$ cat config.mk
export PLATFORM = sky130hd
export DESIGN_NAME = trigger_arming
export DESIGN_NICKNAME = d
export VERILOG_FILES = /design/src/verilog/xarm_pkg.sv /design/src/verilog/arm_edge_sync.sv /design/src/verilog/trigger_arming.sv
export SDC_FILE = /design/constraint.sdc
export NUM_CORES = 1
export LEC_CHECK = 0
export ABC_AREA = 1
export BUFFER_PORTS_ARGS = -buffer_cell sky130_fd_sc_hd__buf_2
export CORE_ASPECT_RATIO = 0.5
export CORE_MARGIN = 2
export CORE_UTILIZATION = 50
export CTS_BUF_LIST = sky130_fd_sc_hd__clkbuf_4 sky130_fd_sc_hd__clkbuf_8 sky130_fd_sc_hd__clkbuf_16
export DETAILED_ROUTE_END_ITERATION = 10
export GPL_ROUTABILITY_DRIVEN = 0
export MAX_ROUTING_LAYER = met4
export PLACE_DENSITY_LB_ADDON = 0.15
export SLEW_MARGIN = 25
export SYNTH_ARGS = -nofsm -noshare
export SYNTH_HDL_FRONTEND = slang
export SYNTH_SLANG_ARGS = --single-unit
$ cat constraint.sdc
create_clock -name core_clk -period 1.46 [get_ports core_clk]
set_input_delay 0.073 -clock core_clk [delete_from_list [all_inputs] [get_ports core_clk]]
set_output_delay 0.073 -clock core_clk [all_outputs]
set_load 0.02 [all_outputs]
$ cat src/verilog/xarm_pkg.sv
// Package: register map, field layout and encodings of the arming crosslink
`default_nettype none
package xarm_pkg;
    localparam int ADDR_W = 8;
    localparam int LVL_W  = 4;
    localparam int INT_W  = 4;
    localparam int NUM_AN = 2;

    localparam logic [ADDR_W-1:0] OFS_CTRL     = 8'h00;
    localparam logic [ADDR_W-1:0] OFS_CFG_A    = 8'h04;
    localparam logic [ADDR_W-1:0] OFS_CFG_B    = 8'h08;
    localparam logic [ADDR_W-1:0] OFS_STAT     = 8'h0c;
    localparam logic [ADDR_W-1:0] OFS_INT_ST   = 8'h10;
    localparam logic [ADDR_W-1:0] OFS_INT_MASK = 8'h14;

    // Control word fields
    localparam int CTRL_ARM_SRC  = 0;
    localparam int CTRL_OUT_EN   = 1;
    localparam int CTRL_OUT_FROM = 2;
    localparam int CTRL_DUAL     = 3;
    localparam int CTRL_W        = 4;
    localparam logic [CTRL_W-1:0] CTRL_RST = 4'h0;

    // Per-analyzer configuration fields
    localparam int CFG_FROM_OTH = 0;
    localparam int CFG_WAIT     = 1;
    localparam int CFG_TIMING   = 2;
    localparam int CFG_LVL_LSB  = 4;
    localparam int CFG_TAG_LSB  = 8;
    localparam int CFG_W        = 10;
    localparam logic [CFG_W-1:0] CFG_RST = 10'h000;

    // Interrupt status bits
    localparam int INT_PORT   = 0;
    localparam int INT_TRIG_A = 1;
    localparam int INT_TRIG_B = 2;
    localparam int INT_WARN   = 3;

    // Status word fields
    localparam int STAT_ST_A  = 0;
    localparam int STAT_ST_B  = 2;
    localparam int STAT_PORT  = 4;
    localparam int STAT_WARN  = 5;

    typedef enum logic [1:0] {
        TAG_OFF    = 2'b00,
        TAG_TIME   = 2'b01,
        TAG_STATES = 2'b10
    } tag_mode_t;

    typedef enum logic [1:0] {
        ST_IDLE  = 2'b00,
        ST_WAIT  = 2'b01,
        ST_ARMED = 2'b10,
        ST_DONE  = 2'b11
    } arm_state_t;
endpackage
`default_nettype wire
$ cat src/verilog/arm_edge_sync.sv
// Two-flop synchroniser with rising-edge pulse for the arm input pin
`timescale 1ns/10ps
`default_nettype none
module arm_edge_sync (
    // Clock and reset
    input  wire logic core_clk,
    input  wire logic arst_n,
    // Pin and pulse
    input  wire logic pin_in,
    output logic      rise_pulse
);
    logic meta_reg;
    logic sync_reg;
    logic last_reg;

    // Only the second stage and its delayed copy are looked at
    always_ff @(posedge core_clk or negedge arst_n) begin
        if (!arst_n) begin
            meta_reg <= 1'b0;
            sync_reg <= 1'b0;
            last_reg <= 1'b0;
        end else begin
            meta_reg <= pin_in;
            sync_reg <= meta_reg;
            last_reg <= sync_reg;
        end
    end

    // Level held high gives one pulse only
    assign rise_pulse = sync_reg & ~last_reg;
endmodule
`default_nettype wire

$ cat src/verilog/trigger_arming.sv
// Arming, cross-trigger routing and tag control for two analyzers
`timescale 1ns/10ps
`default_nettype none
// Functional notes
// - Selected trigger drives rising edge on port out
// - Arm input reacts to rising edges only
// - Waiting analyzer ignores triggers until armed
// - Arm source is run start or input
// - Each analyzer picks its own arm supplier
// - Selector picks which analyzer drives arm out in dual setups; single setups use the first
// - Tag mode is off, time or states
// - Timing analyzer always time tags
// - Time tagging accepted, only raises warning
module trigger_arming
    import xarm_pkg::*;
(
    // Clock and reset
    input  wire logic              core_clk,
    input  wire logic              arst_n,
    // APB slave
    input  wire logic              psel,
    input  wire logic              penable,
    input  wire logic              pwrite,
    input  wire logic [ADDR_W-1:0] paddr,
    input  wire logic [31:0]       pwdata,
    output logic [31:0]            prdata,
    output logic                   pready,
    output logic                   pslverr,
    // Run control and analyzer triggers
    input  wire logic              run_start,
    input  wire logic              run_stop,
    input  wire logic [NUM_AN-1:0] trig_hit,
    // External arm pins
    input  wire logic              port_in,
    output logic                   port_out,
    // Sequencer side
    output logic [NUM_AN-1:0]      seq_enable,
    output logic [NUM_AN-1:0]      arm_pulse,
    output logic [LVL_W-1:0]       arm_level_a,
    output logic [LVL_W-1:0]       arm_level_b,
    output logic [NUM_AN-1:0]      trig_found,
    output logic [NUM_AN-1:0]      time_tag_on,
    output logic [NUM_AN-1:0]      state_tag_on,
    // Interrupt
    output logic                   irq
);
    logic [CTRL_W-1:0] ctrl_reg;
    logic [CFG_W-1:0]  cfg_reg [NUM_AN];
    logic [INT_W-1:0]  int_st_reg;
    logic [INT_W-1:0]  int_mask_reg;
    logic [31:0]       prdata_reg;
    logic              pready_reg;
    logic              pslverr_reg;
    logic              port_out_reg;
    logic              irq_reg;
    logic              warn_reg;
    logic [NUM_AN-1:0] arm_pulse_reg;
    logic [NUM_AN-1:0] seq_en_reg;
    logic [NUM_AN-1:0] trig_found_reg;
    logic [NUM_AN-1:0] time_tag_reg;
    logic [NUM_AN-1:0] state_tag_reg;
    logic [LVL_W-1:0]  lvl_reg [NUM_AN];
    arm_state_t        state_reg [NUM_AN];
    arm_state_t        state_next [NUM_AN];
    logic [NUM_AN-1:0] arm_event;
    logic [NUM_AN-1:0] trig_q;
    logic [NUM_AN-1:0] time_sel;
    logic              port_pulse;
    logic              src_pulse;
    logic              out_from;
    logic              setup_ph;
    logic              wr_acc;
    logic [31:0]       rd_word;
    logic [INT_W-1:0]  int_set;
    logic              warn_next;

    function automatic logic hit(input logic [ADDR_W-1:0] a, input logic [ADDR_W-1:0] o);
        hit = (a == o);
    endfunction

    function automatic logic [CFG_W-1:0] clean_cfg(input logic [31:0] d);
        logic [CFG_W-1:0] c;
        c = d[CFG_W-1:0];
        // Undefined fourth tag code falls back to no tagging
        if (c[CFG_TAG_LSB +: 2] == 2'b11) begin
            c[CFG_TAG_LSB +: 2] = TAG_OFF;
        end
        clean_cfg = c;
    endfunction

    arm_edge_sync u_sync (
        .core_clk   (core_clk),
        .arst_n     (arst_n),
        .pin_in     (port_in),
        .rise_pulse (port_pulse)
    );

    // Bus handshake: one wait state per transfer
    assign setup_ph = psel & penable & ~pready_reg;
    assign wr_acc   = psel & penable & pready_reg & pwrite;

    always_comb begin
        rd_word = 32'h0000_0000;
        if (hit(paddr, OFS_CTRL)) begin
            rd_word[CTRL_W-1:0] = ctrl_reg;
        end else if (hit(paddr, OFS_CFG_A)) begin
            rd_word[CFG_W-1:0] = cfg_reg[0];
        end else if (hit(paddr, OFS_CFG_B)) begin
            rd_word[CFG_W-1:0] = cfg_reg[1];
        end else if (hit(paddr, OFS_STAT)) begin
            rd_word[STAT_ST_A +: 2] = state_reg[0];
            rd_word[STAT_ST_B +: 2] = state_reg[1];
            rd_word[STAT_PORT]      = port_out_reg;
            rd_word[STAT_WARN]      = warn_reg;
        end else if (hit(paddr, OFS_INT_ST)) begin
            rd_word[INT_W-1:0] = int_st_reg;
        end else if (hit(paddr, OFS_INT_MASK)) begin
            rd_word[INT_W-1:0] = int_mask_reg;
        end
    end

    always_ff @(posedge core_clk or negedge arst_n) begin
        if (!arst_n) begin
            pready_reg  <= 1'b0;
            pslverr_reg <= 1'b0;
            prdata_reg  <= 32'h0000_0000;
        end else begin
            pready_reg  <= setup_ph;
            pslverr_reg <= setup_ph & ~(hit(paddr, OFS_CTRL) | hit(paddr, OFS_CFG_A) |
                           hit(paddr, OFS_CFG_B) | hit(paddr, OFS_STAT) |
                           hit(paddr, OFS_INT_ST) | hit(paddr, OFS_INT_MASK));
            if (setup_ph & ~pwrite) begin
                prdata_reg <= rd_word;
            end
        end
    end

    // Configuration registers
    always_ff @(posedge core_clk or negedge arst_n) begin
        if (!arst_n) begin
            ctrl_reg     <= CTRL_RST;
            cfg_reg[0]   <= CFG_RST;
            cfg_reg[1]   <= CFG_RST;
            int_mask_reg <= '0;
        end else if (wr_acc) begin
            if (hit(paddr, OFS_CTRL)) begin
                ctrl_reg <= pwdata[CTRL_W-1:0];
            end
            if (hit(paddr, OFS_CFG_A)) begin
                cfg_reg[0] <= clean_cfg(pwdata);
            end
            if (hit(paddr, OFS_CFG_B)) begin
                cfg_reg[1] <= clean_cfg(pwdata);
            end
            if (hit(paddr, OFS_INT_MASK)) begin
                int_mask_reg <= pwdata[INT_W-1:0];
            end
        end
    end

    // Run start or the synchronised arm edge
    assign src_pulse = ctrl_reg[CTRL_ARM_SRC] ? port_pulse : run_start;
    // Single analyzer setups always send from the first
    assign out_from = ctrl_reg[CTRL_DUAL] & ctrl_reg[CTRL_OUT_FROM];

    genvar g;
    generate
        for (g = 0; g < NUM_AN; g++) begin : g_an
            localparam int OTH = NUM_AN - 1 - g;

            // Other analyzer's found trigger may arm this one
            assign arm_event[g] = cfg_reg[g][CFG_FROM_OTH] ? trig_q[OTH] : src_pulse;
            // Triggers count only once armed
            assign trig_q[g] = (state_reg[g] == ST_ARMED) & trig_hit[g];
            assign time_sel[g] = cfg_reg[g][CFG_TIMING] |
                                 (cfg_reg[g][CFG_TAG_LSB +: 2] == TAG_TIME);

            always_comb begin
                state_next[g] = state_reg[g];
                case (state_reg[g])
                    ST_IDLE: begin
                        if (run_start) begin
                            state_next[g] = cfg_reg[g][CFG_WAIT] ? ST_WAIT : ST_ARMED;
                        end
                    end
                    ST_WAIT: begin
                        if (arm_event[g]) begin
                            state_next[g] = ST_ARMED;
                        end
                    end
                    ST_ARMED: begin
                        if (trig_hit[g]) begin
                            state_next[g] = ST_DONE;
                        end
                    end
                    ST_DONE: begin
                        state_next[g] = ST_DONE;
                    end
                    default: begin
                        state_next[g] = ST_IDLE;
                    end
                endcase
                if (run_stop) begin
                    state_next[g] = ST_IDLE;
                end
            end

            always_ff @(posedge core_clk or negedge arst_n) begin
                if (!arst_n) begin
                    state_reg[g]      <= ST_IDLE;
                    arm_pulse_reg[g]  <= 1'b0;
                    seq_en_reg[g]     <= 1'b0;
                    trig_found_reg[g] <= 1'b0;
                    lvl_reg[g]        <= '0;
                    time_tag_reg[g]   <= 1'b0;
                    state_tag_reg[g]  <= 1'b0;
                end else begin
                    state_reg[g]      <= state_next[g];
                    arm_pulse_reg[g]  <= (state_reg[g] == ST_WAIT) & arm_event[g] & ~run_stop;
                    seq_en_reg[g]     <= (state_next[g] == ST_ARMED);
                    trig_found_reg[g] <= trig_q[g];
                    lvl_reg[g]        <= cfg_reg[g][CFG_LVL_LSB +: LVL_W];
                    time_tag_reg[g]   <= time_sel[g];
                    state_tag_reg[g]  <= ~cfg_reg[g][CFG_TIMING] &
                                         (cfg_reg[g][CFG_TAG_LSB +: 2] == TAG_STATES);
                end
            end

            chk_wait_ignores: assert property (@(posedge core_clk) disable iff (!arst_n)
                (state_reg[g] == ST_WAIT) && trig_hit[g]
                |=> !trig_found_reg[g] && (state_reg[g] != ST_DONE))
                else $error("Trigger accepted before arm");
            chk_arm_moves: assert property (@(posedge core_clk) disable iff (!arst_n)
                (state_reg[g] == ST_WAIT) && arm_event[g] && !run_stop
                |=> (state_reg[g] == ST_ARMED) && arm_pulse_reg[g])
                else $error("Arm event not taken");
            chk_level_out: assert property (@(posedge core_clk) disable iff (!arst_n)
                arm_pulse_reg[g] && $stable(cfg_reg[g])
                |-> lvl_reg[g] == cfg_reg[g][CFG_LVL_LSB +: LVL_W])
                else $error("Arm level does not follow setting");
            chk_timing_tags: assert property (@(posedge core_clk) disable iff (!arst_n)
                cfg_reg[g][CFG_TIMING] |=> time_tag_reg[g] && !state_tag_reg[g])
                else $error("Timing analyzer lost time tags");
            // Per-analyzer sequencing and state tag checks
            chk_stop_idle: assert property (@(posedge core_clk) disable iff (!arst_n)
                run_stop |=> (state_reg[g] == ST_IDLE) && !seq_en_reg[g])
                else $error("Stop left analyzer busy");
            chk_found_pulse: assert property (@(posedge core_clk) disable iff (!arst_n)
                (state_reg[g] == ST_ARMED) && trig_hit[g] |=> trig_found_reg[g])
                else $error("Armed trigger not reported");
            chk_idle_armed: assert property (@(posedge core_clk) disable iff (!arst_n)
                (state_reg[g] == ST_IDLE) && run_start && !run_stop && !cfg_reg[g][CFG_WAIT]
                |=> (state_reg[g] == ST_ARMED))
                else $error("Immediate arm missed");
            chk_tag_states: assert property (@(posedge core_clk) disable iff (!arst_n)
                !cfg_reg[g][CFG_TIMING] && (cfg_reg[g][CFG_TAG_LSB +: 2] == TAG_STATES)
                |=> state_tag_reg[g] && !time_tag_reg[g])
                else $error("State count tagging lost");
        end
    endgenerate

    assign arm_level_a = lvl_reg[0];
    assign arm_level_b = lvl_reg[1];

    // Output stays high till next run start or output disable, so each trigger gives one clean edge
    always_ff @(posedge core_clk or negedge arst_n) begin
        if (!arst_n) begin
            port_out_reg <= 1'b0;
        end else if (run_start | ~ctrl_reg[CTRL_OUT_EN]) begin
            port_out_reg <= 1'b0;
        end else if (trig_q[out_from]) begin
            port_out_reg <= 1'b1;
        end
    end

    // Warning only; the tag setting itself is never refused
    assign warn_next = (time_sel[0] & ~cfg_reg[0][CFG_TIMING]) |
                       (time_sel[1] & ~cfg_reg[1][CFG_TIMING]);

    assign int_set[INT_PORT]   = port_pulse;
    assign int_set[INT_TRIG_A] = trig_q[0];
    assign int_set[INT_TRIG_B] = trig_q[1];
    assign int_set[INT_WARN]   = warn_next & ~warn_reg;

    // Sticky status; a new event beats a same-cycle clear
    always_ff @(posedge core_clk or negedge arst_n) begin
        if (!arst_n) begin
            int_st_reg <= '0;
            warn_reg   <= 1'b0;
            irq_reg    <= 1'b0;
        end else begin
            warn_reg <= warn_next;
            if (wr_acc && hit(paddr, OFS_INT_ST)) begin
                int_st_reg <= (int_st_reg & ~pwdata[INT_W-1:0]) | int_set;
            end else begin
                int_st_reg <= int_st_reg | int_set;
            end
            irq_reg <= |(int_st_reg & int_mask_reg);
        end
    end

    assign prdata       = prdata_reg;
    assign pready       = pready_reg;
    assign pslverr      = pslverr_reg;
    assign port_out     = port_out_reg;
    assign irq          = irq_reg;
    assign arm_pulse    = arm_pulse_reg;
    assign seq_enable   = seq_en_reg;
    assign trig_found   = trig_found_reg;
    assign time_tag_on  = time_tag_reg;
    assign state_tag_on = state_tag_reg;

    chk_port_rise: assert property (@(posedge core_clk) disable iff (!arst_n)
        ctrl_reg[CTRL_OUT_EN] && !run_start && trig_q[out_from] |=> port_out_reg)
        else $error("Port out missed trigger");
    chk_only_selected: assert property (@(posedge core_clk) disable iff (!arst_n)
        $rose(port_out_reg)
        |-> $past((ctrl_reg[CTRL_DUAL] && ctrl_reg[CTRL_OUT_FROM]) ? trig_q[1] : trig_q[0]))
        else $error("Port out from wrong analyzer");
    chk_port_edge: assert property (@(posedge core_clk) disable iff (!arst_n)
        ctrl_reg[CTRL_ARM_SRC] && src_pulse |=> !src_pulse)
        else $error("Arm input gave more than one pulse");
    chk_run_source: assert property (@(posedge core_clk) disable iff (!arst_n)
        !ctrl_reg[CTRL_ARM_SRC] && !cfg_reg[0][CFG_FROM_OTH] && run_start && !run_stop &&
        (state_reg[0] == ST_WAIT) |=> (state_reg[0] == ST_ARMED))
        else $error("Run arm source wrong");
    chk_warn_flag: assert property (@(posedge core_clk) disable iff (!arst_n)
        warn_next && !warn_reg |=> int_st_reg[INT_WARN] && warn_reg)
        else $error("Tag warning not raised");
    chk_tag_code: assert property (@(posedge core_clk) disable iff (!arst_n)
        cfg_reg[0][CFG_TAG_LSB +: 2] != 2'b11 && cfg_reg[1][CFG_TAG_LSB +: 2] != 2'b11)
        else $error("Illegal tag code stored");
    // Output enable and interrupt level checks
    chk_out_disabled: assert property (@(posedge core_clk) disable iff (!arst_n)
        !ctrl_reg[CTRL_OUT_EN] |=> !port_out_reg)
        else $error("Port out driven while disabled");
    chk_irq_level: assert property (@(posedge core_clk) disable iff (!arst_n)
        |(int_st_reg & int_mask_reg) |=> irq_reg)
        else $error("Unmasked event gave no interrupt");
endmodule
`default_nettype wire

# After elaboration in Yosys (flattened, before gate mapping)
# Cells that the tools add are included.
classes:
  n_lt_le_gt_ge: 1
  n_eq_ne: 18
  muxes: 30
  n_bitwise: 42
  reduce_logical: 10
op_table:
  columns: ["cell", "count"]
  rows:
  - ["$mux W2", 12]
  - ["$mux W4", 6]
  - ["$and A1 B1 Y1", 19]
  - ["$eq A2 B2 Y1 const B", 9]
  - ["$eq A8 B4 Y1 const B", 2]
  - ["$eq A8 B5 Y1 const B", 2]
  - ["$pmux W2 S4", 2]
  - ["$mux W6", 2]
  - ["$mux W10", 1]
  - ["$not A1 Y1", 9]
  - ["$or A1 B1 Y1", 9]
  - ["$and A4 B4 Y4", 2]
  - ["$eq A2 B1 Y1 const B", 4]
  - ["$eq A8 B3 Y1 const B", 1]
  - ["$logic_not A8 Y1", 1]
  - ["$or A4 B4 Y4", 2]
  - ["$reduce_and A2 Y1", 4]
  - ["$mux W1", 7]
  - ["$logic_not A2 Y1", 2]
  - ["$not A4 Y4", 1]
  - ["$reduce_or A4 Y1", 1]
  - ["$lt A1 B2 Y1 const B", 1]
  - ["$reduce_bool A2 Y1", 1]
  - ["$logic_and A1 B1 Y1", 1]
word_totals:
  ff_bits: 72
  inputBits: 50
  out_inout_bits: 54
  elab_cells: 129

# Longest topological paths before layout
depth:
  word_depth: 8
  ltp_mapped: 9
  ltp_nobuf: 9

# By module
# From an unflattened synthesis, not the netlist that was laid out.
hier_totals:
  hier_cells: 377
  hier_area_um2: 3316.9
modules_own_cells:
  columns: ["mod", "n_inst", "cells_each", "area_each_um2", "seq_area_each_um2"]
  rows:
  - ["trigger_arming", 1, 372, 3231.8, 1726.7]
  - ["arm_edge_sync", 1, 5, 85.1, 75.1]

# Worst setup path after synthesis
# OpenSTA, ideal clock, no wires.
synth_path:
  path_type: "register to register"
  start: "register pready_reg, in the netlist pready"
  end: "register cfg_reg[6] (netlist name)"
  setup_ps: 123
  arrival_time_ps: 1240
  t_required_ps: 1337
  setup_slack_ps: 98
  stages_incl_launch_ff: 7
  path_buffers: 1
  period_less_slack_ps: 1362
  path_cell_list: "dfrtp_1 > inv_1 > nor3_4 > nand4_1 > buf_2 > nor2_1 > a21oi_1"
synth_between:
  elab_chain_len: 3
synth_lines:
  columns: ["item", "line", "source"]
  rows:
  - ["start, declared", "trigger_arming.sv:52", "logic pready_reg;"]
  - ["start signal, assigned", "trigger_arming.sv:128", "pready_reg <= setup_ph;"]
  - ["$and A1 B1 Y1 (2 in a row)", "trigger_arming.sv:100", "assign wr_acc = psel & penable & pready_reg & pwrite;"]
  - ["$reduce_and A2 Y1 (no source line)", null, null]
  - ["end, declared", "trigger_arming.sv:48", "logic [CFG_W-1:0] cfg_reg [NUM_AN];"]
# No other way between the ends.
# A chain may end at the register's enable or synchronous reset.

# Final worst setup path
layout_path:
  start: "register pready_reg, in the netlist pready"
  end: "register prdata_reg[3], in the netlist prdata[3]"
layout_between:
  elab_chain_len: 3
layout_lines:
  columns: ["item", "line", "source"]
  rows:
  - ["$not A1 Y1", "trigger_arming.sv:99", "assign setup_ph = psel & penable & ~pready_reg;"]
  - ["$and A1 B1 Y1", "trigger_arming.sv:99", null]
  - ["named net setup_ph", "trigger_arming.sv:71", "logic setup_ph;"]
  - ["$and A1 B1 Y1", "trigger_arming.sv:132", "if (setup_ph & ~pwrite) begin"]
  - ["end signal, assigned", "trigger_arming.sv:133", "prdata_reg <= rd_word;"]
  - ["end, declared", "trigger_arming.sv:51", "logic [31:0] prdata_reg;"]
# The timed path passes the listed nets, and every way through them passes these cells.

==> reports/metrics.csv <==
stage,metric,value,unit
worst_setup_path,crit_fanout,4,
worst_setup_path,regToRegSetupSlack,0.09,ns
die,die-area,0.00735,sq mm
synth,syn-mean-instance-area,8.51,sq um
clock_tree,clkTransAtPathRegs,0.06,ns
synth,synth.yosys.seq_area_share,54.3,%
synth,netlist_instances,390,
hold_path,hold_depth,4,
worst_setup_path,cp.arrival,1.65,ns
worst_setup_path,timing.rr.start,pready,
worst_setup_path,worstReg2RegEnd,prdata[3],
worst_setup_path,cp-start-kind,register,
power_and_ir_drop,p_leak,2.29,nW
timing,setup_viol,0,
timing,fin_skew,0.00722,ns
timing,rsz0062_at_grt,false,
detailed_routing,drc,0,
detailed_routing,via_per_inst,4.97,
clock_tree,cts_made_buffers,9,
timing,setup_tns,0,ns
synth,syn_area,0.00332,sq mm
grt,grt_pass1_vias,2645,
die,die_x,119,microns
timing,final-max-slew-violation-count,0,
grt,grt_start_max_net_pins,73,
timing,fmax,0.728,GHz
grt,antenna_found_initial,0,
clock_tree,ctsRootBufferMaster,clkbuf_16,
detailed_routing,vias,2819,
power_and_ir_drop,power_density,1180,mW/mm^2
timing,hold_ws,0.0293,ns
outcome,outcome,finished clean,
flow_run,maxCapViolCount,0,
die,io_pins,104,
detailed_routing,dr.pass1.iters,5,
place,dp_hpwl,5600,microns
synth,ys_types,29,
grt,grt_pass1_wl,12500,microns
hold_path,hold_class,input port to register,
clock_tree,clock_path_buffers,2,
clock_tree,clock-sinks,72,
detailed_routing,ant_nets,0,
layout,largest_register_ffs,20,
place,numPortBuffers,59,
die,core,0.00623,sq mm
die,initial_core_util,53.3,%
detailed_routing,drt_iter0_drc,255,
worst_setup_path,reg2reg_depth,6,
synth,synth-seq-cells,72,
clock_tree,cts_tree,done,
layout,diodes,0,
grt,grt.total_usage,23.9,%
power_and_ir_drop,ir_drop,0.634,mV
clock_tree,cts_max_level,3,
timing,hold_viol,0,
hold_path,min_to,cfg_reg[19],
worst_setup_path,endpoint_kind,register,
detailed_routing,wl_per_cell,13.6,microns
worst_setup_path,worst-setup-path-type,register to register,
synth,yosys_warnings,0,
clock_tree,clk_latency,0.34,ns
grt,globalRoute.totalOverflow,0,
layout,fin_nets,524,
worst_setup_path,crit_required,1.73,ns
timing,finalCritPeriodShare,94.1,%
die,die_y,61.6,microns
timing,fin_crit,1.37,ns
detailed_routing,routed_wl,7700,microns
hold_path,hold_start,pwdata[8],
die,core.rowCount,20,
layout,area_delta_synth_final,25.1,%
layout,drive_above_1_share,22.5,%
where the power goes:
part | switching, mW | internal, mW | total [mW] | leakage (nW)
Combinational | 0.240 | 0.102 | 0.342 | 1.23
Clock | 0.850 | 1.67 | 2.52 | 0.166
Sequential | 0.0216 | 2.03 | 2.05 | 0.901
Total | 1.11 | 3.80 | 4.91 | 2.29
how the worst max path moves through the flow:
stage | from | endpoint | slack (ns) | depth (start not counted)
after floorplan | pready | cfg_reg[6] | 0.1 | 6
after global placement | pready | cfg_reg[6] | 0.13 | 6
after detailed placement | pready | cfg_reg[9] | 0.06 | 5
after CTS | pready | cfg_reg[9] | 0.04 | 5
after global routing | pready | prdata[3] | 0.001 | 6
final | pready | prdata[3] | 0.09 | 6
critical path, cell delays in order, from the launching register on:
cell	delay, ns
dfrtp_1	0.40
nor2_1	0.19
nand2_1	0.12
nor2_1	0.27
nand2_1	0.08
o21bai_1	0.17
nand2_1	0.08
cells by family (layout without fill, tap and decap cells):
| group | count (synthesis) | in the layout | synth area share (%) |
|---|---|---|---|
| buffers and inverters | 82 | 150 | 12.2 |
| flip-flops | 72 | 72 | 54.3 |
| AND/OR/NAND/NOR | 181 | 181 | 23.9 |
| AO/OA/AOI/OAI | 54 | 54 | 9.50 |
| other | 1 | 22 | 0.113 |
metrics by stage:
step / instances / setup slack, ns / power (mW) / util, % / cell area [sq um]
5_1_grt: 567 / 0.00116 / 5.11 / 66.7 / 4150
4_1_cts: 566 / 0.0394 / 4.96 / 66.5 / 4140
3_5_place_dp: 543 / 0.0588 / 2.41 / 59.8 / 3730
2_1_floorplan: 411 / 0.0977 / 2.31 / - / 3400
3_3_place_gp: 543 / 0.130 / 2.40 / 59.8 / 3730
6_report: 567 / 0.0859 / 4.91 / 66.7 / 4150
cell usage in the layout, fill, tap and decap left out, drive strengths merged, types with 2 or more instances in the layout:
master	n
nand2	112
dfrtp	72
buf	72
inv	53
o21ai	35
nand3	31
nor2	23
conb	22
clkbuf	9
a21oi	8
dlygate4sd3	7
nor3	7
nand4	6
o22ai	5
clkinv	5
o21bai	4
bufinv	3
a31oi	2
cell usage after synthesis (all sizes together):
master	n	area [sq um]
nand3	31	155
o21ai	35	201
and2	1	7.51
a21oi	8	40.0
inv	53	204
nor2	23	98.8
clkinv	2	8.75
o22ai	5	31.3
nor3	7	46.3
nand4	6	37.5
buf	25	186
o21bai	4	30.0
conb	1	3.75
dfrtp	72	1800
nand3b	1	7.51
a31oi	2	12.5
clkbuf	2	7.51
nand2	112	440
final cells by class:
| cell class | count | area [sq um] |
|---|---|---|
| Tap cell | 88 | 110 |
| Clock inverter | 7 | 120 |
| Inverter | 55 | 213 |
| Multi-Input combinational cell | 257 | 1200 |
| Clock buffer | 9 | 225 |
| Fill cell | 504 | 2080 |
| Timing Repair Buffer | 79 | 488 |
| Sequential cell | 72 | 1800 |
per-layer routing:
metal	track usage [%]	vias to the layer above	part of all wire (%)
li1	-	1359	-
met1	28.6	1340	44
met2	40.6	112	48
met3	7.22	8	7.1
met4	6.63	0	0.66
met5	-	-	0
what timing repair did:
item / CTS / global route
resized for setup: 0 / 1
hold buffers: 7 / 0
setup buffers: 0 / 1
endpoints found under the hold margin: 82 / 0
endpoints found under the setup margin: 0 / 11
Note: power is estimated with default switching activity, not from simulation.
